**config.mk**
```make
export PLATFORM = sky130hd
export DESIGN_NAME = dual_async_serial_port
export DESIGN_NICKNAME = d
export VERILOG_FILES = /design/src/common/uart_pkg.sv /design/src/core/dual_async_serial_port.sv
export SDC_FILE = /design/constraint.sdc
export NUM_CORES = 1
export LEC_CHECK = 0
export BUFFER_PORTS_ARGS = -buffer_cell sky130_fd_sc_hd__clkbuf_2
export CORE_ASPECT_RATIO = 0.5
export CORE_MARGIN = 2
export CORE_UTILIZATION = 30
export CTS_CLUSTER_DIAMETER = 120
export DETAILED_ROUTE_END_ITERATION = 8
export PLACE_DENSITY = 0.47
export SKIP_LAST_GASP = 1
export SYNTH_ARGS = -nofsm -noshare
export SYNTH_HDL_FRONTEND = slang
export SYNTH_SLANG_ARGS = --single-unit
```
**constraint.sdc**
```tcl
create_clock -name clk_i -period 5.35 [get_ports clk_i]
set_input_delay 0.535 -clock clk_i [delete_from_list [all_inputs] [get_ports clk_i]]
set_output_delay 0.535 -clock clk_i [all_outputs]
set_load 0.01 [all_outputs]
```
**src/common/uart_pkg.sv**
```systemverilog
// Constants, register map and state types of the dual serial port
package uart_pkg;

   // ==========================================================
   // Register map: printed offsets, index = low byte, addr = 4*index
   localparam logic [31:0] OFS_MODE0    = 32'h0FFFF300;
   localparam logic [31:0] OFS_MODE1    = 32'h0FFFF310;
   localparam logic [31:0] OFS_ERR0     = 32'hFFFFF302;
   localparam logic [31:0] OFS_ERR1     = 32'hFFFFF312;
   localparam logic [31:0] OFS_INV0     = 32'hFFFFF324;
   localparam logic [31:0] OFS_INV1     = 32'hFFFFF326;
   localparam logic [31:0] OFS_DIV0     = 32'hFFFFF304;
   localparam logic [31:0] OFS_DIV1     = 32'hFFFFF314;
   localparam logic [31:0] OFS_PRE_LO0  = 32'hFFFFF30E;
   localparam logic [31:0] OFS_PRE_LO1  = 32'hFFFFF31E;
   localparam logic [31:0] OFS_PRE_HI0  = 32'hFFFFF320;
   localparam logic [31:0] OFS_PRE_HI1  = 32'hFFFFF322;
   localparam logic [31:0] OFS_TXB0     = 32'hFFFFF306;
   localparam logic [31:0] OFS_TXB1     = 32'hFFFFF316;
   localparam logic [31:0] OFS_CH0_RECEIVED_BYTE     = 32'hFFFFF308;
   localparam logic [31:0] OFS_CH1_RECEIVED_BYTE     = 32'hFFFFF318;

   localparam logic [1:0][7:0] IDX_MODE   = {OFS_MODE1[7:0], OFS_MODE0[7:0]};
   localparam logic [1:0][7:0] IDX_ERR    = {OFS_ERR1[7:0], OFS_ERR0[7:0]};
   localparam logic [1:0][7:0] IDX_INV    = {OFS_INV1[7:0], OFS_INV0[7:0]};
   localparam logic [1:0][7:0] IDX_DIV    = {OFS_DIV1[7:0], OFS_DIV0[7:0]};
   localparam logic [1:0][7:0] IDX_PRE_LO =
      {OFS_PRE_LO1[7:0], OFS_PRE_LO0[7:0]};
   localparam logic [1:0][7:0] IDX_PRE_HI =
      {OFS_PRE_HI1[7:0], OFS_PRE_HI0[7:0]};
   localparam logic [1:0][7:0] IDX_TXB    = {OFS_TXB1[7:0], OFS_TXB0[7:0]};
   localparam logic [1:0][7:0] IDX_RXB    = {OFS_CH1_RECEIVED_BYTE[7:0], OFS_CH0_RECEIVED_BYTE[7:0]};

   // ==========================================================
   // Field positions and reset values
   localparam int TXE_BIT  = 7;
   localparam int RXE_BIT  = 6;
   localparam int PAR_HI   = 5;
   localparam int PAR_LO   = 4;
   localparam int CLEN_BIT = 3;
   localparam int STOP_BIT = 2;
   localparam int ISRM_BIT = 1;
   localparam int PE_BIT   = 2;
   localparam int FE_BIT   = 1;
   localparam int OV_BIT   = 0;
   localparam logic [7:0] MODE_WMASK = 8'hFE;
   localparam logic [7:0] RST_CTRL   = 8'h00;
   localparam logic [7:0] RST_BUF    = 8'hFF;
   localparam logic [7:0] DIV_MIN    = 8'h08;
   localparam logic [3:0] TPS_EXT    = 4'h0;
   localparam logic [3:0] TPS_TIMER  = 4'h7;
   localparam logic [3:0] TPS_LAST   = 4'hB;
   localparam int         PRE_W      = 10;
   localparam int         CLK_HZ     = 20_000_000;

   // ==========================================================
   // Types
   typedef enum logic [1:0] {
      PAR_NONE = 2'b00,
      PAR_ZERO = 2'b01,
      PAR_ODD  = 2'b10,
      PAR_EVEN = 2'b11
   } par_t;

   typedef enum logic {
      TX_IDLE = 1'b0,
      TX_SEND = 1'b1
   } tx_st_t;

   typedef enum logic [1:0] {
      RX_IDLE  = 2'b00,
      RX_START = 2'b01,
      RX_DATA  = 2'b10
   } rx_st_t;

   typedef struct packed {
      logic [7:0]       mode;
      logic             inv;
      logic [2:0]       err;
      logic [7:0]       rxb;
      logic [7:0]       txs;
      logic [7:0]       div;
      logic [3:0]       tps;
      logic [PRE_W-1:0] pre;
      logic [7:0]       cnt;
      logic             ext;
      tx_st_t           tx_st;
      logic             tx_line;
      logic             pin;
      logic [10:0]      tx_sh;
      logic [3:0]       tx_left;
      logic             tx_half;
      logic             tx_done;
      rx_st_t           rx_st;
      logic [7:0]       rx_cnt;
      logic             rx_half;
      logic [3:0]       rx_idx;
      logic [7:0]       rx_sh;
      logic             rx_pe;
      logic             unread;
      logic             rx_done;
   } chan_t;

   typedef struct packed {
      chan_t [1:0] ch;
      logic        ack;
      logic [31:0] dat;
   } state_t;

   // Source clock exponent for a prescale code; valid low for others
   function automatic logic [4:0] tps_to_m(input logic [3:0] tps);
      logic [4:0] r;
      r = 5'h00;
      if (tps != TPS_EXT && tps != TPS_TIMER && tps <= TPS_LAST) begin
         r[4] = 1'b1;
         r[3:0] = (tps < TPS_TIMER) ? tps - 4'h1 : tps - 4'h2;
      end
      return r;
   endfunction : tps_to_m

endpackage : uart_pkg

```
**src/core/dual_async_serial_port.sv**
```systemverilog
// Two-channel asynchronous serial port with classic Wishbone registers
// Summary of operation
// - Enable bits pick stop, receive, transmit or both; disabled pins stay ports.
// - Parity field selects none, zero (no receive check), odd or even.
// - 7-bit mode sends only bits 0..6 of the written byte.
// - 7-bit mode stores received bits 0..6; buffer bit 7 reads zero.
// - Stop-length bit chooses one or two transmitted stop bits.
// - Error-mask bit set suppresses the receive-done event for bad frames.
// - Writing the transmit byte starts a frame.
// - Transmit byte is byte-write only, unreadable, resets to all ones.
// - Receive shifter is hidden and hands each byte to the buffer.
// - Receive buffer is readable, ignores writes, resets to all ones.
// - Transmitter adds start, optional parity and stop bits per mode.
// - Receiver checks each frame and sets the matching error flag.
// - Inversion bit inverts the transmit pin level.
// - Parity error flag, status bit 2, on parity mismatch.
// - Framing error flag, status bit 1, when stop bit is low.
// - Reset clears mode, inversion and status to zero.
// - Full duplex, internal or external bit clock, reaches 1.25 Mbps at 20 MHz.
// - Overrun set when a frame completes before the buffer was read.
// - Receiver checks only the first stop bit.
// - Bit rate is clock over two to m plus one times divisor.
`timescale 1ns/1ns
module dual_async_serial_port (
   input  wire logic        clk_i,
   input  wire logic        arst_n_i,
   input  wire logic        wb_cyc_i,
   input  wire logic        wb_stb_i,
   input  wire logic        wb_we_i,
   input  wire logic [9:0]  wb_adr_i,
   input  wire logic [3:0]  wb_sel_i,
   input  wire logic [31:0] wb_dat_i,
   output logic      [31:0] wb_dat_o,
   output logic             wb_ack_o,
   input  wire logic [1:0]  serial_in_pin_i,
   input  wire logic [1:0]  external_baud_clock_pin_i,
   output logic      [1:0]  serial_out_pin_o,
   output logic      [1:0]  serial_out_pin_oe_o,
   output logic      [1:0]  rx_done_o,
   output logic      [1:0]  tx_done_o
);

   // ==========================================================
   // State
   uart_pkg::state_t s_q;
   uart_pkg::state_t s_d;

   logic       req;
   logic       wr;
   logic       rd;
   logic [1:0] hit_mode;
   logic [1:0] hit_err;
   logic [1:0] hit_inv;
   logic [1:0] hit_div;
   logic [1:0] hit_plo;
   logic [1:0] hit_phi;
   logic [1:0] hit_txb;
   logic [1:0] hit_rxb;
   logic [1:0] src_tick;
   logic [1:0] half_tick;
   logic [1:0] rx_tick;
   logic [1:0] clen8;
   logic [1:0][10:0] tx_frame;
   logic [1:0][3:0]  tx_len;
   logic [1:0][3:0]  rx_bits;

   // Writes and read side effects land on the edge that sees ack high
   assign req = wb_cyc_i & wb_stb_i;
   assign wr  = req & wb_we_i & s_q.ack & wb_sel_i[0];
   assign rd  = req & ~wb_we_i & s_q.ack;

   // ==========================================================
   // Per-channel decode, baud ticks and frame assembly
   for (genvar c = 0; c < 2; c++) begin : g_ch
      logic [4:0]             m;
      logic [uart_pkg::PRE_W-1:0] mask;
      logic [7:0]             d;
      logic                   par_bit;
      uart_pkg::par_t         par;

      assign hit_mode[c] = wb_adr_i[9:2] == uart_pkg::IDX_MODE[c];
      assign hit_err[c]  = wb_adr_i[9:2] == uart_pkg::IDX_ERR[c];
      assign hit_inv[c]  = wb_adr_i[9:2] == uart_pkg::IDX_INV[c];
      assign hit_div[c]  = wb_adr_i[9:2] == uart_pkg::IDX_DIV[c];
      assign hit_plo[c]  = wb_adr_i[9:2] == uart_pkg::IDX_PRE_LO[c];
      assign hit_phi[c]  = wb_adr_i[9:2] == uart_pkg::IDX_PRE_HI[c];
      assign hit_txb[c]  = wb_adr_i[9:2] == uart_pkg::IDX_TXB[c];
      assign hit_rxb[c]  = wb_adr_i[9:2] == uart_pkg::IDX_RXB[c];

      // Source clock is clk/2^m or the external pin's rising edge
      assign m    = uart_pkg::tps_to_m(s_q.ch[c].tps);
      assign mask = (uart_pkg::PRE_W'(1) << m[3:0]) - uart_pkg::PRE_W'(1);
      assign src_tick[c] = (s_q.ch[c].tps == uart_pkg::TPS_EXT) ?
         (external_baud_clock_pin_i[c] & ~s_q.ch[c].ext) :
         (m[4] & ((s_q.ch[c].pre & mask) == mask));
      // A half-bit tick every k source clocks gives clk/(2^(m+1)*k)
      assign half_tick[c] = src_tick[c] & (s_q.ch[c].div >= uart_pkg::DIV_MIN)
         & (s_q.ch[c].cnt == s_q.ch[c].div - 8'h01);
      assign rx_tick[c] = src_tick[c]
         & (s_q.ch[c].div >= uart_pkg::DIV_MIN)
         & (s_q.ch[c].rx_cnt == s_q.ch[c].div - 8'h01);

      assign clen8[c] = s_q.ch[c].mode[uart_pkg::CLEN_BIT];
      assign rx_bits[c] = clen8[c] ? 4'h8 : 4'h7;
      assign par = uart_pkg::par_t'(
         s_q.ch[c].mode[uart_pkg::PAR_HI:uart_pkg::PAR_LO]);
      assign d = clen8[c] ? wb_dat_i[7:0] : {1'b0, wb_dat_i[6:0]};
      always_comb begin
         unique case (par)
            uart_pkg::PAR_ODD:  par_bit = ~^d;
            uart_pkg::PAR_EVEN: par_bit = ^d;
            default:            par_bit = 1'b0;
         endcase
      end
      // Bits after the start bit, LSB first, padded with stop level
      always_comb begin
         tx_frame[c] = 11'h7FF;
         tx_frame[c][6:0] = d[6:0];
         if (clen8[c]) begin
            tx_frame[c][7] = d[7];
         end
         if (par != uart_pkg::PAR_NONE) begin
            tx_frame[c][clen8[c] ? 8 : 7] = par_bit;
         end
         tx_len[c] = 4'h8 + {3'h0, clen8[c]}
            + {3'h0, par != uart_pkg::PAR_NONE}
            + {3'h0, s_q.ch[c].mode[uart_pkg::STOP_BIT]};
      end
   end

   // ==========================================================
   // Next state
   always_comb begin
      s_d = s_q;
      s_d.ack = req & ~s_q.ack;
      s_d.dat = 32'h0000_0000;
      for (int c = 0; c < 2; c++) begin
         s_d.ch[c].rx_done = 1'b0;
         s_d.ch[c].tx_done = 1'b0;
         s_d.ch[c].ext = external_baud_clock_pin_i[c];
         s_d.ch[c].pre = s_q.ch[c].pre + uart_pkg::PRE_W'(1);
         if (src_tick[c]) begin
            s_d.ch[c].cnt = half_tick[c] ? 8'h00 : s_q.ch[c].cnt + 8'h01;
            s_d.ch[c].rx_cnt = rx_tick[c] ? 8'h00 : s_q.ch[c].rx_cnt + 8'h01;
         end

         // Read data is latched with the ack; the transmit byte reads 0
         if (req & ~s_q.ack & ~wb_we_i) begin
            if (hit_mode[c]) s_d.dat[7:0] = s_q.ch[c].mode;
            if (hit_inv[c])  s_d.dat[0]   = s_q.ch[c].inv;
            if (hit_err[c])  s_d.dat[2:0] = s_q.ch[c].err;
            if (hit_div[c])  s_d.dat[7:0] = s_q.ch[c].div;
            if (hit_plo[c])  s_d.dat[2:0] = s_q.ch[c].tps[2:0];
            if (hit_phi[c])  s_d.dat[0]   = s_q.ch[c].tps[3];
            if (hit_rxb[c])  s_d.dat[7:0] = s_q.ch[c].rxb;
         end
         if (wr) begin
            if (hit_mode[c]) begin
               s_d.ch[c].mode = wb_dat_i[7:0] & uart_pkg::MODE_WMASK;
            end
            if (hit_inv[c]) s_d.ch[c].inv = wb_dat_i[0];
            if (hit_div[c]) s_d.ch[c].div = wb_dat_i[7:0];
            if (hit_plo[c]) s_d.ch[c].tps[2:0] = wb_dat_i[2:0];
            if (hit_phi[c]) s_d.ch[c].tps[3] = wb_dat_i[0];
            if (hit_txb[c]) s_d.ch[c].txs = wb_dat_i[7:0];
         end
         // Reading the buffer clears flags; a completing frame below wins
         if (rd & hit_rxb[c]) begin
            s_d.ch[c].unread = 1'b0;
            s_d.ch[c].err = 3'h0;
         end

         // Transmitter
         unique case (s_q.ch[c].tx_st)
            uart_pkg::TX_IDLE: begin
               if (wr & hit_txb[c] & s_q.ch[c].mode[uart_pkg::TXE_BIT]) begin
                  s_d.ch[c].tx_st   = uart_pkg::TX_SEND;
                  s_d.ch[c].tx_line = 1'b0;
                  s_d.ch[c].tx_sh   = tx_frame[c];
                  // Count every bit after the start, stop bits included
                  s_d.ch[c].tx_left = tx_len[c];
                  s_d.ch[c].tx_half = 1'b0;
                  // Restart the divider so the start bit is a full bit
                  s_d.ch[c].cnt     = 8'h00;
               end
            end
            uart_pkg::TX_SEND: begin
               if (half_tick[c]) begin
                  s_d.ch[c].tx_half = ~s_q.ch[c].tx_half;
                  if (s_q.ch[c].tx_half) begin
                     if (s_q.ch[c].tx_left == 4'h0) begin
                        s_d.ch[c].tx_st   = uart_pkg::TX_IDLE;
                        s_d.ch[c].tx_line = 1'b1;
                        s_d.ch[c].tx_done = 1'b1;
                     end else begin
                        s_d.ch[c].tx_line = s_q.ch[c].tx_sh[0];
                        s_d.ch[c].tx_sh = {1'b1, s_q.ch[c].tx_sh[10:1]};
                        s_d.ch[c].tx_left = s_q.ch[c].tx_left - 4'h1;
                     end
                  end
               end
            end
         endcase
         if (!s_q.ch[c].mode[uart_pkg::TXE_BIT]) begin
            s_d.ch[c].tx_st   = uart_pkg::TX_IDLE;
            s_d.ch[c].tx_line = 1'b1;
         end

         // Receiver: own divider phase so samples fall mid-bit
         unique case (s_q.ch[c].rx_st)
            uart_pkg::RX_IDLE: begin
               if (!serial_in_pin_i[c]) begin
                  s_d.ch[c].rx_st  = uart_pkg::RX_START;
                  s_d.ch[c].rx_cnt = 8'h00;
               end
            end
            uart_pkg::RX_START: begin
               if (rx_tick[c]) begin
                  // A start bit gone high at mid-bit was noise
                  s_d.ch[c].rx_st = serial_in_pin_i[c] ?
                     uart_pkg::RX_IDLE : uart_pkg::RX_DATA;
                  s_d.ch[c].rx_half = 1'b0;
                  s_d.ch[c].rx_idx  = 4'h0;
                  s_d.ch[c].rx_sh   = 8'h00;
                  s_d.ch[c].rx_pe   = 1'b0;
               end
            end
            uart_pkg::RX_DATA: begin
               if (rx_tick[c]) begin
                  s_d.ch[c].rx_half = ~s_q.ch[c].rx_half;
                  if (s_q.ch[c].rx_half) begin
                     s_d.ch[c].rx_idx = s_q.ch[c].rx_idx + 4'h1;
                     if (s_q.ch[c].rx_idx < rx_bits[c]) begin
                        s_d.ch[c].rx_sh[s_q.ch[c].rx_idx[2:0]] =
                           serial_in_pin_i[c];
                     end else if (s_q.ch[c].rx_idx == rx_bits[c] &&
                        s_q.ch[c].mode[uart_pkg::PAR_HI:uart_pkg::PAR_LO]
                        != uart_pkg::PAR_NONE) begin
                        // Zero parity has a slot but is never checked
                        if (s_q.ch[c].mode[uart_pkg::PAR_HI]) begin
                           s_d.ch[c].rx_pe = serial_in_pin_i[c] !=
                              (^s_q.ch[c].rx_sh ^
                              ~s_q.ch[c].mode[uart_pkg::PAR_LO]);
                        end
                     end else begin
                        // Only the first stop bit is looked at
                        s_d.ch[c].rx_st = uart_pkg::RX_IDLE;
                        s_d.ch[c].rxb   = s_q.ch[c].rx_sh;
                        s_d.ch[c].unread = 1'b1;
                        s_d.ch[c].err[uart_pkg::PE_BIT] =
                           s_d.ch[c].err[uart_pkg::PE_BIT] | s_q.ch[c].rx_pe;
                        s_d.ch[c].err[uart_pkg::FE_BIT] =
                           s_d.ch[c].err[uart_pkg::FE_BIT] | ~serial_in_pin_i[c];
                        s_d.ch[c].err[uart_pkg::OV_BIT] =
                           s_d.ch[c].err[uart_pkg::OV_BIT] | s_q.ch[c].unread;
                        s_d.ch[c].rx_done =
                           ~(s_q.ch[c].mode[uart_pkg::ISRM_BIT] &
                           (s_q.ch[c].rx_pe | ~serial_in_pin_i[c] |
                           s_q.ch[c].unread));
                     end
                  end
               end
            end
            default: s_d.ch[c].rx_st = uart_pkg::RX_IDLE;
         endcase
         if (!s_q.ch[c].mode[uart_pkg::RXE_BIT]) begin
            s_d.ch[c].rx_st = uart_pkg::RX_IDLE;
         end
         s_d.ch[c].pin = s_d.ch[c].tx_line ^ s_d.ch[c].inv;
      end
   end

   // ==========================================================
   // Registers
   always_ff @(posedge clk_i or negedge arst_n_i) begin
      if (!arst_n_i) begin
         s_q <= '0;
         for (int c = 0; c < 2; c++) begin
            s_q.ch[c].mode    <= uart_pkg::RST_CTRL;
            s_q.ch[c].txs     <= uart_pkg::RST_BUF;
            s_q.ch[c].rxb     <= uart_pkg::RST_BUF;
            s_q.ch[c].tx_line <= 1'b1;
            s_q.ch[c].pin     <= 1'b1;
            s_q.ch[c].tx_st   <= uart_pkg::TX_IDLE;
            s_q.ch[c].rx_st   <= uart_pkg::RX_IDLE;
         end
      end else begin
         s_q <= s_d;
      end
   end

   assign wb_ack_o = s_q.ack;
   assign wb_dat_o = s_q.dat;
   for (genvar c = 0; c < 2; c++) begin : g_out
      assign serial_out_pin_o[c]    = s_q.ch[c].pin;
      assign serial_out_pin_oe_o[c] = s_q.ch[c].mode[uart_pkg::TXE_BIT];
      assign rx_done_o[c] = s_q.ch[c].rx_done;
      assign tx_done_o[c] = s_q.ch[c].tx_done;
   end
endmodule : dual_async_serial_port

```
==> metrics.txt, run 1 <==
# TYPE chip_impl_metric gauge
chip_impl_metric{name="groute.layer.met2.usage",unit="%"} 24.3
chip_impl_metric{name="maximum_fanout_encountered_on_the_critical_timing_path",unit=""} 12
chip_impl_metric{name="floorplan.io_pins",unit=""} 96
chip_impl_metric{name="timing.critical_path.arrival",unit="ns"} 5.31
chip_impl_metric{name="hpwl",unit="µm"} 23700
chip_impl_metric{name="grt_max_degree",unit=""} 108
chip_impl_info{name="layout.cells.most_common_list",value="sky130_fd_sc_hd__dfrtp_1, sky130_fd_sc_hd__nor2_1, sky130_fd_sc_hd__nand2_1"} 1
chip_impl_metric{name="fp.coreArea",unit="µm²"} 39200
chip_impl_metric{name="p_per_area",unit="nW/µm²"} 243
chip_impl_metric{name="yosysSeqAreaShare",unit="%"} 42.0
chip_impl_info{name="cts_tree",value="built"} 1
chip_impl_metric{name="syn-mean-instance-area",unit="µm²"} 9.66
chip_impl_info{name="crit_path_end_kind",value="flip-flop"} 1
chip_impl_metric{name="max_freq",unit="MHz"} 204
chip_impl_metric{name="crit_path_max_incr_delay",unit="ns"} 0.63
chip_impl_metric{name="report.final.slew_viol_count",unit=""} 0
chip_impl_metric{name="synth.yosys.warnings",unit=""} 0
chip_impl_metric{name="clkSlewWorstSetupHoldPaths",unit="ns"} 0.07
chip_impl_metric{name="std_cell_rows",unit=""} 51
chip_impl_metric{name="final-hold-violation-count",unit=""} 0
chip_impl_metric{name="sw_frac_of_total",unit="%"} 23.4
chip_impl_info{name="min-delay-path-class",value="in2async"} 1
chip_impl_metric{name="post_drt_via_cell_ratio",unit=""} 5.25
chip_impl_metric{name="htreeDepth",unit=""} 1
chip_impl_metric{name="timing.max_cap.violations",unit=""} 0
chip_impl_metric{name="power.internal",unit="mW"} 2.48
chip_impl_metric{name="post-route-min-period",unit="ns"} 4.90
chip_impl_metric{name="share_seq_of_total_power",unit="%"} 47.5
chip_impl_metric{name="worst_slack",unit="ns"} 0.451
chip_impl_metric{name="cts_num_sinks",unit=""} 201
chip_impl_metric{name="start_util",unit="%"} 30.7
chip_impl_metric{name="share_comb_of_total_power",unit="%"} 4.4
chip_impl_metric{name="drc",unit=""} 0
chip_impl_metric{name="synth-async-reset-ratio",unit="%"} 100
chip_impl_metric{name="ys_ff_latch",unit=""} 201
chip_impl_metric{name="number_of_buffers_created_by_cts",unit=""} 22
chip_impl_info{name="outcome",value="finished clean"} 1
chip_impl_metric{name="clockBufferDepth",unit=""} 3
chip_impl_metric{name="netlist-cell-type-count",unit=""} 88
chip_impl_metric{name="avgRoutedWirePerCell",unit="µm"} 18.2
chip_impl_metric{name="antenna_violations_before_repair",unit=""} 0
chip_impl_metric{name="final.setup_skew",unit="ns"} 0.0163
chip_impl_metric{name="post-route-period-util",unit="%"} 91.6
chip_impl_metric{name="design_power_total",unit="mW"} 3.24
chip_impl_metric{name="fin_hold_ws",unit="ns"} 0.0946
chip_impl_metric{name="final-setup-viol-count",unit=""} 0
chip_impl_metric{name="synthesis.area",unit="µm²"} 12000
chip_impl_metric{name="final_nets",unit=""} 1342
chip_impl_metric{name="fillers",unit=""} 4020
chip_impl_metric{name="die_height",unit="µm"} 146
chip_impl_info{name="postSynth.topFlopCell",value="sky130_fd_sc_hd__dfrtp_1"} 1
chip_impl_metric{name="clock_insertion_delay_worst_skew",unit="ns"} 0.53
chip_impl_metric{name="slew_headroom",unit="%"} 25.1
chip_impl_metric{name="detail-route-antenna-nets",unit=""} 0
chip_impl_metric{name="share_clk_of_total_power",unit="%"} 48.1
chip_impl_metric{name="grt.met3_usage",unit="%"} 2.12
chip_impl_info{name="timing.setup.critical_path_class",value="reg2reg"} 1
chip_impl_metric{name="layout-drive-gt1-share",unit="%"} 16.3
chip_impl_metric{name="portBuffers",unit=""} 42
chip_impl_info{name="grt_setup_unrepaired",value="no"} 1
chip_impl_info{name="worst_setup_path_start_kind",value="flip-flop"} 1
chip_impl_info{name="most_common_cell_after_layout_fill_and_taps_aside",value="sky130_fd_sc_hd__dfrtp_1"} 1
chip_impl_metric{name="grt_pass1_wl",unit="µm"} 52200
chip_impl_metric{name="firstDrtPassIters",unit=""} 7
chip_impl_metric{name="switchingPower",unit="µW"} 758
chip_impl_metric{name="route.vias.total",unit=""} 9436
chip_impl_metric{name="post-place-ws",unit="ns"} 0.407
chip_impl_info{name="cpMaxStageDelayCell",value="sky130_fd_sc_hd__dfrtp_1"} 1
chip_impl_metric{name="post_synth_inst_count",unit=""} 1247
chip_impl_metric{name="layout.area.seq",unit="µm²"} 5050
chip_impl_metric{name="final_gp_congestion",unit=""} 0.804
chip_impl_metric{name="required",unit="ns"} 5.76
chip_impl_metric{name="first_global_vias",unit=""} 9036
chip_impl_metric{name="static-leakage-power",unit="nW"} 5.77
chip_impl_metric{name="synth_enable_flop_cells",unit=""} 0
chip_impl_metric{name="area.growth.synth_to_final",unit="%"} 10.5
chip_impl_info{name="ctsRootBufferMaster",value="sky130_fd_sc_hd__clkbuf_16"} 1
chip_impl_metric{name="first_iter_violations",unit=""} 805
chip_impl_metric{name="grt.met1_usage",unit="%"} 22.7
chip_impl_metric{name="grt.overflow.total",unit=""} 0
chip_impl_metric{name="hold_fix_buffers_at_cts",unit=""} 0
chip_impl_info{name="cp_cell_sequence",value="inv_1 -> ha_1 -> a31oi_1 -> o21bai_1 -> or2_2 -> ha_1 -> inv_1 -> nor2_1 -> a221o_1 -> a211o_1 -> o31ai_2 -> nand4_1 -> a22oi_2 -> buf_4 -> mux2_2"} 1
chip_impl_metric{name="irDropWorstVdd",unit="mV"} 0.171
chip_impl_metric{name="routed_wirelength",unit="µm"} 32600
chip_impl_info{name="global_route.peak_usage_layer",value="met2"} 1
chip_impl_metric{name="global_route.usage.total",unit="%"} 15.5
chip_impl_metric{name="worstMarginPinSlew",unit="ns"} 1.11
chip_impl_metric{name="fin_tns_setup",unit="ns"} 0
chip_impl_info{name="worst_path_dominant_cell_family",value="compound AO/OA/AOI/OAI gates"} 1
chip_impl_metric{name="design.die.area",unit="µm²"} 41900
chip_impl_metric{name="multi_input_comb_area",unit="µm²"} 6370
chip_impl_metric{name="worst-path-buf-inv",unit=""} 3
chip_impl_metric{name="die_x",unit="µm"} 287
==> kinds of logic (layout without fill, tap and decap cells) <==
| group | count (synthesis) | count (layout) | share of synthesized area [%] |
|---|---|---|---|
| compound gates | 277 | 277 | 16.1 |
| xor+xnor | 112 | 112 | 8.14 |
| fa+ha+maj | 37 | 37 | 3.97 |
| buf+inv | 146 | 142 | 5.97 |
| flops | 201 | 201 | 42.0 |
| mux | 70 | 70 | 6.65 |
| other cells | 1 | 25 | 0.0311 |
| simple gates | 403 | 403 | 17.1 |
==> power by group through the flow <==
stage	registers, mW	clock network (mW)	logic (mW)
final	1.54	1.56	0.143
after global routing	1.54	1.66	0.160
after CTS	1.54	1.60	0.145
after detailed placement	1.57	0	0.144
after global placement	1.57	0	0.143
after floorplan	1.56	0	0.0806
==> synthesized netlist by cell type (all sizes together) (9+ instances only) <==
cell type | count | share of area, %
nand4 | 20 | 1.0
ha | 35 | 3.6
xnor2 | 67 | 4.9
nor3 | 36 | 1.5
nand2 | 85 | 2.6
or3 | 16 | 0.87
nand2b | 9 | 0.47
o2111ai | 11 | 0.85
and3 | 15 | 0.78
dfstp | 20 | 4.4
inv | 43 | 1.3
nor2 | 98 | 3.1
nand3 | 38 | 1.6
nor4 | 17 | 0.88
nor3b | 11 | 0.69
or2 | 12 | 0.62
buf | 52 | 3.0
nor2b | 15 | 0.78
mux2 | 62 | 6.0
a21oi | 47 | 2.0
xor2 | 45 | 3.3
a22o | 28 | 2.0
clkbuf | 50 | 1.6
o31ai | 18 | 1.1
dfrtp | 181 | 38
a31oi | 13 | 0.68
o21ai | 74 | 3.1
==> registers in the layout, summed over array words and instances (netlist names) <==
name	count
s_q	178
clen8	2
wb_dat_o	8
serial_out_pin_o	2
g_ch.par	4
rx_done_o	2
serial_out_pin_oe_o	2
wb_ack_o	1
tx_done_o	2
==> final cells by class <==
cell class	instances	share of cell area, %
Multi-Input combinational cell	923	47.8
Sequential cell	201	38.0
Tap cell	530	4.98
Clock buffer	32	4.73
Timing Repair Buffer	58	2.55
Inverter	44	1.24
Clock inverter	8	0.695
Antenna cell	1	0.0188
==> worst paths after layout <==
kind / from / to / slack, ns / depth (start not counted)
hold reg to reg: s_q[75] / s_q[75] / 0.47 / 1
setup reg to reg: s_q[100] / s_q[66] / 0.45 / 15
hold / removal: arst_n_i / s_q[151] / 0.09 / 1
max in group asynchronous: arst_n_i / s_q[163] / 4.02 / 2
setup / recovery: s_q[100] / s_q[66] / 0.45 / 15
min in group clk_i: external_baud_clock_pin_i[0] / s_q[79] / 0.17 / 1
==> through the flow <==
step	utilization [%]	cells	area [µm²]
after global routing	33.9	1796	13300
after global placement	32.1	1756	12600
final	33.9	1797	13300
after CTS	33.9	1796	13300
after floorplan	-	1270	12100
after detailed placement	32.1	1756	12600
==> layer usage <==
| metal | routed length (µm) | up-vias |
|---|---|---|
| met5 | 0 | - |
| met1 | 15900 | 4745 |
| met4 | 514 | 0 |
| li1 | - | 4455 |
| met3 | 1200 | 31 |
| met2 | 15000 | 205 |
==> repair_timing <==
item	4_1_cts	5_1_grt
buffers inserted	0	0
endpoints found under the setup margin	0	6
gates resized for setup	0	1
Note: power is estimated with default switching activity, not from simulation.
==> run 2, diff against run 1 <==
--- a/config.mk
+++ b/config.mk
@@ -6,12 +6,15 @@
 export NUM_CORES = 1
 export LEC_CHECK = 0
 export BUFFER_PORTS_ARGS = -buffer_cell sky130_fd_sc_hd__clkbuf_2
+export CELL_PAD_IN_SITES_DETAIL_PLACEMENT = 0
+export CELL_PAD_IN_SITES_GLOBAL_PLACEMENT = 1
 export CORE_ASPECT_RATIO = 0.5
 export CORE_MARGIN = 2
 export CORE_UTILIZATION = 30
 export CTS_CLUSTER_DIAMETER = 120
 export DETAILED_ROUTE_END_ITERATION = 8
-export PLACE_DENSITY = 0.47
+export PLACE_DENSITY = 0.56
+export REMOVE_ABC_BUFFERS = 1
 export SKIP_LAST_GASP = 1
 export SYNTH_ARGS = -nofsm -noshare
 export SYNTH_HDL_FRONTEND = slang
==> run 2 against run 1 <==
Core utilization hardly changed. Clock-buffer cell count is 3 higher. Cell count stayed put. Clock power hardly changed. Setup slack worse by 0.14 ns. Routed wire length is 1.5% higher. Die area stayed put. Maximum frequency is 2.7% lower. Critical endpoint is now s_q[67]. First-iteration DRC count is 13% lower. Register-to-register slack worse by 0.14 ns. Total power is 0.79% higher. Highest routed layer unchanged. Largest power group unchanged. Via count is 2.4% lower.
==> metrics.txt, run 2 (synthesized netlist as in run 1, its figures left out) <==
# TYPE chip_impl_metric gauge
chip_impl_metric{name="antenna_violations_before_repair",unit=""} 2
chip_impl_metric{name="worst_slack",unit="ns"} 0.316
chip_impl_metric{name="cts_num_sinks",unit=""} 201
chip_impl_metric{name="grt.overflow.total",unit=""} 0
chip_impl_metric{name="final-setup-viol-count",unit=""} 0
chip_impl_info{name="min-delay-path-class",value="in2async"} 1
chip_impl_info{name="cp_cell_sequence",value="inv_1 -> ha_1 -> nand2_1 -> a211oi_1 -> o21bai_1 -> or2_2 -> ha_1 -> inv_1 -> nor2_1 -> a2111o_1 -> o31ai_1 -> o32ai_1 -> o31ai_2 -> nand4_1 -> a22oi_2 -> buf_4 -> mux2_2"} 1
chip_impl_metric{name="drc",unit=""} 0
chip_impl_metric{name="fp.coreArea",unit="µm²"} 39200
chip_impl_metric{name="hold_fix_buffers_at_cts",unit=""} 0
chip_impl_info{name="topRoutingLayerUsed",value="met4"} 1
chip_impl_metric{name="largest_register_ffs",unit=""} 178
chip_impl_info{name="crit_reg_reg_endpoint",value="s_q[67]"} 1
chip_impl_metric{name="sw_frac_of_total",unit="%"} 23.7
chip_impl_metric{name="switchingPower",unit="µW"} 774
chip_impl_metric{name="start_util",unit="%"} 30.7
chip_impl_metric{name="routed_wirelength",unit="µm"} 33100
chip_impl_metric{name="die_height",unit="µm"} 146
chip_impl_info{name="ctsRootBufferMaster",value="sky130_fd_sc_hd__clkbuf_16"} 1
chip_impl_metric{name="die_x",unit="µm"} 287
chip_impl_metric{name="crit_path_max_incr_delay",unit="ns"} 0.67
chip_impl_metric{name="firstDrtPassIters",unit=""} 5
chip_impl_metric{name="dpl.cell_count",unit=""} 1755
chip_impl_metric{name="hpwl",unit="µm"} 24000
chip_impl_metric{name="global_route.usage.total",unit="%"} 15.8
chip_impl_info{name="timing.setup.critical_path_class",value="reg2reg"} 1
chip_impl_metric{name="clkSlewWorstSetupHoldPaths",unit="ns"} 0.06
chip_impl_metric{name="portBuffers",unit=""} 42
chip_impl_metric{name="htreeDepth",unit=""} 1
chip_impl_info{name="layout.cells.most_common_list",value="sky130_fd_sc_hd__dfrtp_1, sky130_fd_sc_hd__nor2_1, sky130_fd_sc_hd__nand2_1"} 1
chip_impl_info{name="worst_setup_path_start_kind",value="flip-flop"} 1
chip_impl_info{name="most_common_cell_after_layout_fill_and_taps_aside",value="sky130_fd_sc_hd__dfrtp_1"} 1
chip_impl_metric{name="irDropWorstVdd",unit="mV"} 0.185
chip_impl_metric{name="route.vias.total",unit=""} 9213
chip_impl_metric{name="slew_headroom",unit="%"} 19.5
chip_impl_metric{name="timing.max_cap.violations",unit=""} 0
chip_impl_metric{name="routed-wl-met2",unit="µm"} 14900
chip_impl_metric{name="first_iter_violations",unit=""} 700
chip_impl_metric{name="power.internal",unit="mW"} 2.49
chip_impl_metric{name="fillers",unit=""} 4028
chip_impl_metric{name="final_gp_congestion",unit=""} 0.788
chip_impl_metric{name="clock_insertion_delay_worst_skew",unit="ns"} 0.52
chip_impl_info{name="cpMaxStageDelayCell",value="sky130_fd_sc_hd__a211oi_1"} 1
chip_impl_metric{name="report.final.slew_viol_count",unit=""} 0
chip_impl_info{name="outcome",value="finished clean"} 1
chip_impl_metric{name="area.growth.synth_to_final",unit="%"} 10.7
chip_impl_metric{name="met3RoutedLength",unit="µm"} 1310
chip_impl_metric{name="share_comb_of_total_power",unit="%"} 4.4
chip_impl_metric{name="register_to_register_setup_slack",unit="ns"} 0.32
chip_impl_info{name="registers.top_by_ff_count",value="s_q"} 1
chip_impl_metric{name="first_global_vias",unit=""} 8938
chip_impl_info{name="cts_tree",value="built"} 1
chip_impl_metric{name="worst-r2r-cell-count",unit=""} 17
chip_impl_metric{name="design.die.area",unit="µm²"} 41900
chip_impl_metric{name="share_clk_of_total_power",unit="%"} 48.5
chip_impl_metric{name="std_cell_rows",unit=""} 51
chip_impl_metric{name="timing.critical_path.arrival",unit="ns"} 5.44
chip_impl_metric{name="postCtsSetupBuffers",unit=""} 0
chip_impl_metric{name="layout-drive-gt1-share",unit="%"} 16.3
chip_impl_metric{name="p_per_area",unit="nW/µm²"} 245
chip_impl_metric{name="static-leakage-power",unit="nW"} 5.78
chip_impl_info{name="launch_instance_of_the_worst_register_to_register_path",value="s_q[99]"} 1
chip_impl_metric{name="detail-route-antenna-nets",unit=""} 0
chip_impl_metric{name="final.setup_skew",unit="ns"} 0.00727
chip_impl_metric{name="avgRoutedWirePerCell",unit="µm"} 18.4
chip_impl_metric{name="max_freq",unit="MHz"} 199
chip_impl_metric{name="worstMarginPinSlew",unit="ns"} 1.20
chip_impl_metric{name="instances_no_fill",unit=""} 1797
chip_impl_metric{name="m1WireLength",unit="µm"} 16400
chip_impl_metric{name="post-route-min-period",unit="ns"} 5.03
chip_impl_info{name="grt_setup_unrepaired",value="no"} 1
chip_impl_info{name="crit_path_end_kind",value="flip-flop"} 1
chip_impl_metric{name="grt_pass1_wl",unit="µm"} 52700
chip_impl_metric{name="floorplan.io_pins",unit=""} 96
chip_impl_metric{name="cts_resized",unit=""} 0
chip_impl_metric{name="grt_max_degree",unit=""} 103
chip_impl_metric{name="required",unit="ns"} 5.76
chip_impl_metric{name="post-route-period-util",unit="%"} 94.1
chip_impl_info{name="worst_path_dominant_cell_family",value="compound AO/OA/AOI/OAI gates"} 1
chip_impl_metric{name="clockBufferDepth",unit=""} 3
chip_impl_metric{name="worst-path-buf-inv",unit=""} 3
chip_impl_metric{name="final-hold-violation-count",unit=""} 0
chip_impl_metric{name="design_power_total",unit="mW"} 3.27
chip_impl_metric{name="post-place-ws",unit="ns"} 0.423
chip_impl_metric{name="maximum_fanout_encountered_on_the_critical_timing_path",unit=""} 13
chip_impl_metric{name="final_nets",unit=""} 1342
chip_impl_metric{name="number_of_buffers_created_by_cts",unit=""} 23
chip_impl_metric{name="post_drt_via_cell_ratio",unit=""} 5.13
chip_impl_metric{name="share_seq_of_total_power",unit="%"} 47.1
==> run 2: stage by stage <==
step	hold WS, ns	util, %	instance area [µm²]	setup TNS (ns)
2_1_floorplan	0.239	-	11600	-0.115
3_3_place_gp	0.457	32.1	12600	0
3_5_place_dp	0.456	32.1	12600	0
4_1_cts	0.150	34.0	13300	0
5_1_grt	0.176	34.0	13300	0
6_report	0.106	34.0	13300	0
==> run 2: cell type report <==
class | instances | area [µm²] | share of cell area (%)
Clock buffer | 35 | 681 | 5.11
Multi-Input combinational cell | 923 | 6360 | 47.7
Inverter | 44 | 165 | 1.24
Tap cell | 530 | 663 | 4.97
Timing Repair Buffer | 57 | 344 | 2.58
Antenna cell | 1 | 2.50 | 0.0188
Clock inverter | 6 | 58.8 | 0.441
Sequential cell | 201 | 5050 | 37.9
==> run 2: power by group through the flow <==
stage	logic, mW	registers, mW	clock network [mW]
5_1_grt	0.159	1.54	1.70
2_1_floorplan	0.0607	1.56	0
4_1_cts	0.146	1.54	1.64
3_3_place_gp	0.144	1.57	0
3_5_place_dp	0.145	1.57	0
6_report	0.143	1.54	1.58
==> run 2: how the worst max path moves through the flow <==
| stage | from | to | slack (ns) | cells past startpoint |
|---|---|---|---|---|
| floorplan | s_q[100] | s_q[62] | -0.01 | 15 |
| global placement | s_q[99] | s_q[70] | 0.54 | 16 |
| detailed placement | s_q[99] | s_q[67] | 0.42 | 17 |
| CTS | s_q[99] | s_q[67] | 0.41 | 17 |
| global route | s_q[99] | s_q[68] | 0.01 | 17 |
| finish | s_q[99] | s_q[67] | 0.32 | 17 |
==> run 2: metal layers <==
metal | vias to the layer above | track usage, %
met1 | 4545 | 23.3
met4 | 0 | 3.65
met5 | - | 0
met2 | 180 | 24.3
met3 | 31 | 2.38
li1 | 4457 | -
==> run 3, diff against run 2 <==
--- a/config.mk
+++ b/config.mk
@@ -14,7 +14,6 @@
 export CTS_CLUSTER_DIAMETER = 120
 export DETAILED_ROUTE_END_ITERATION = 8
 export PLACE_DENSITY = 0.56
-export REMOVE_ABC_BUFFERS = 1
 export SKIP_LAST_GASP = 1
 export SYNTH_ARGS = -nofsm -noshare
 export SYNTH_HDL_FRONTEND = slang
==> run 3 against run 2 <==
Cell count is essentially flat. Maximum frequency grew 0.53%. Register-to-register slack gained 0.03 ns. Global-route usage shrank 0.29 points. Die area is the same. Clock skew grew 0.0033 ns. Hold slack lost 0.057 ns. First-iteration DRC count shrank 12%. Routed wire length shrank 2.3%. Combinational power shrank 3%. Non-clock buffer count grew 1. Critical path type unchanged. Largest cell class unchanged. Largest power group unchanged. Highest routed layer unchanged.
==> metrics.txt, run 3 (synthesized netlist as in run 1, its figures left out) <==
# TYPE chip_impl_metric gauge
chip_impl_info{name="outcome",value="finished clean"} 1
chip_impl_metric{name="clock_insertion_delay_worst_skew",unit="ns"} 0.52
chip_impl_info{name="timing.setup.critical_path_class",value="reg2reg"} 1
chip_impl_metric{name="final-setup-viol-count",unit=""} 0
chip_impl_metric{name="first_global_vias",unit=""} 9245
chip_impl_metric{name="number_of_buffers_created_by_cts",unit=""} 22
chip_impl_metric{name="clockBufferDepth",unit=""} 3
chip_impl_info{name="ctsRootBufferMaster",value="sky130_fd_sc_hd__clkbuf_16"} 1
chip_impl_metric{name="worstMarginPinSlew",unit="ns"} 1.12
chip_impl_metric{name="start_util",unit="%"} 30.7
chip_impl_metric{name="timing.critical_path.arrival",unit="ns"} 5.41
chip_impl_metric{name="fp.coreArea",unit="µm²"} 39200
chip_impl_metric{name="instances_no_fill",unit=""} 1796
chip_impl_metric{name="detail-route-antenna-nets",unit=""} 0
chip_impl_metric{name="antenna_violations_before_repair",unit=""} 0
chip_impl_info{name="grt_setup_unrepaired",value="no"} 1
chip_impl_info{name="cts_tree",value="built"} 1
chip_impl_metric{name="multi_input_comb_area",unit="µm²"} 6360
chip_impl_metric{name="floorplan.io_pins",unit=""} 96
chip_impl_metric{name="maximum_fanout_encountered_on_the_critical_timing_path",unit=""} 12
chip_impl_metric{name="post-route-min-period",unit="ns"} 5.01
chip_impl_metric{name="std_cell_rows",unit=""} 51
chip_impl_metric{name="required",unit="ns"} 5.75
chip_impl_metric{name="p_per_area",unit="nW/µm²"} 248
chip_impl_info{name="most_common_cell_after_layout_fill_and_taps_aside",value="sky130_fd_sc_hd__dfrtp_1"} 1
chip_impl_metric{name="firstDrtPassIters",unit=""} 5
chip_impl_info{name="min-delay-path-class",value="in2async"} 1
chip_impl_metric{name="area.growth.synth_to_final",unit="%"} 11.0
chip_impl_metric{name="clkSlewWorstSetupHoldPaths",unit="ns"} 0.06
chip_impl_metric{name="dpl.cell_count",unit=""} 1756
chip_impl_metric{name="met3RoutedLength",unit="µm"} 1160
chip_impl_metric{name="max_freq",unit="MHz"} 200
chip_impl_metric{name="report.final.slew_viol_count",unit=""} 0
chip_impl_metric{name="slew_headroom",unit="%"} 24.6
chip_impl_metric{name="hpwl",unit="µm"} 23300
chip_impl_metric{name="largest_register_ffs",unit=""} 178
chip_impl_metric{name="postCtsSetupBuffers",unit=""} 0
chip_impl_metric{name="cts_resized",unit=""} 0
chip_impl_metric{name="final_nets",unit=""} 1342
chip_impl_metric{name="static-leakage-power",unit="nW"} 5.79
chip_impl_info{name="layout.cells.most_common_list",value="sky130_fd_sc_hd__dfrtp_1, sky130_fd_sc_hd__nor2_1, sky130_fd_sc_hd__nand2_1"} 1
chip_impl_metric{name="m1WireLength",unit="µm"} 15800
chip_impl_metric{name="layout.area.seq",unit="µm²"} 5050
chip_impl_metric{name="global_route.usage.total",unit="%"} 15.5
chip_impl_metric{name="final-hold-violation-count",unit=""} 0
chip_impl_metric{name="htreeDepth",unit=""} 1
chip_impl_info{name="registers.top_by_ff_count",value="s_q"} 1
chip_impl_metric{name="register_to_register_setup_slack",unit="ns"} 0.34
chip_impl_metric{name="route.vias.total",unit=""} 9280
chip_impl_metric{name="hold_fix_buffers_at_cts",unit=""} 0
chip_impl_metric{name="final_gp_congestion",unit=""} 0.809
chip_impl_metric{name="portBuffers",unit=""} 42
chip_impl_metric{name="design.die.area",unit="µm²"} 41900
chip_impl_metric{name="post_drt_via_cell_ratio",unit=""} 5.17
chip_impl_info{name="worst_setup_path_start_kind",value="flip-flop"} 1
chip_impl_metric{name="avgRoutedWirePerCell",unit="µm"} 18.0
chip_impl_metric{name="drc",unit=""} 0
chip_impl_metric{name="irDropWorstVdd",unit="mV"} 0.174
chip_impl_metric{name="layout-drive-gt1-share",unit="%"} 16.4
chip_impl_info{name="crit_path_end_kind",value="flip-flop"} 1
chip_impl_metric{name="die_height",unit="µm"} 146
chip_impl_info{name="topRoutingLayerUsed",value="met4"} 1
chip_impl_metric{name="antenna_cells_inserted",unit=""} 0
chip_impl_metric{name="final.setup_skew",unit="ns"} 0.0106
chip_impl_metric{name="timing.max_cap.violations",unit=""} 0
chip_impl_metric{name="grt_pass1_wl",unit="µm"} 52600
chip_impl_metric{name="grt_max_degree",unit=""} 116
chip_impl_metric{name="routed-wl-met2",unit="µm"} 14800
chip_impl_metric{name="fin_tns_setup",unit="ns"} 0
chip_impl_metric{name="grt.overflow.total",unit=""} 0
chip_impl_metric{name="die_x",unit="µm"} 287
chip_impl_metric{name="fillers",unit=""} 4031
chip_impl_metric{name="cts_num_sinks",unit=""} 201
chip_impl_metric{name="routed_wirelength",unit="µm"} 32300
chip_impl_metric{name="post-route-period-util",unit="%"} 93.6
chip_impl_metric{name="first_iter_violations",unit=""} 618
run 3: metrics by stage:
step / power [mW] / util [%] / setup slack [ns] / hold slack (ns) / instance area [µm²]
floorplan: 1.64 / - / 1.06 / 0.239 / 12100
global placement: 1.71 / 32.1 / 0.581 / 0.454 / 12600
detailed placement: 1.71 / 32.1 / 0.448 / 0.454 / 12600
CTS: 3.37 / 34.1 / 0.415 / 0.109 / 13400
global route: 3.45 / 34.1 / 0.0675 / 0.110 / 13400
finish: 3.31 / 34.1 / 0.343 / 0.0493 / 13400
run 3: worst max-delay path: stages, from the launching register on:
cell and delay [ns]:
sky130_fd_sc_hd__dfrtp_1 0.54, sky130_fd_sc_hd__inv_1 0.22, sky130_fd_sc_hd__ha_1 0.17, sky130_fd_sc_hd__nand2_1 0.05
sky130_fd_sc_hd__a211oi_1 0.73, sky130_fd_sc_hd__o21bai_1 0.28, sky130_fd_sc_hd__or2_2 0.34, sky130_fd_sc_hd__ha_1 0.30
sky130_fd_sc_hd__inv_1 0.16, sky130_fd_sc_hd__nor2_1 0.10, sky130_fd_sc_hd__a221o_1 0.35, sky130_fd_sc_hd__a211o_1 0.26
sky130_fd_sc_hd__o31ai_2 0.25, sky130_fd_sc_hd__buf_4 0.19, sky130_fd_sc_hd__nand4_1 0.20, sky130_fd_sc_hd__a22oi_2 0.21
sky130_fd_sc_hd__buf_4 0.20, sky130_fd_sc_hd__mux2_2 0.35
run 3: final timing paths:
| path | endpoint | startpoint | cells after the start |
|---|---|---|---|
| setup / recovery | s_q[71] | s_q[100] | 17 |
| hold / removal | s_q[153] | arst_n_i | 1 |
| setup reg to reg | s_q[71] | s_q[100] | 17 |
| hold reg to reg | s_q[180] | s_q[180] | 1 |
| max in group asynchronous | s_q[92] | arst_n_i | 2 |
| min in group clk_i | s_q[184] | external_baud_clock_pin_i[1] | 1 |
run 3: per-layer routing:
metal	vias to the layer above	global-route usage [%]
li1	4457	-
met1	4616	22.9
met2	166	24.3
met3	41	2.15
met4	0	2.76
met5	-	0
run 3: power breakdown:
part	internal (mW)	switching (mW)
clock	0.993	0.639
sequential	1.53	0.0104
combinational	0.0404	0.0987
total	2.56	0.748
run 3: layout make-up:
cell class                      count  area share (%)
Multi-Input combinational cell    923            47.6
Sequential cell                   201            37.8
Clock buffer                       36            5.27
Tap cell                          530            4.96
Timing Repair Buffer               58            2.63
Inverter                           44            1.24
Clock inverter                      4           0.543
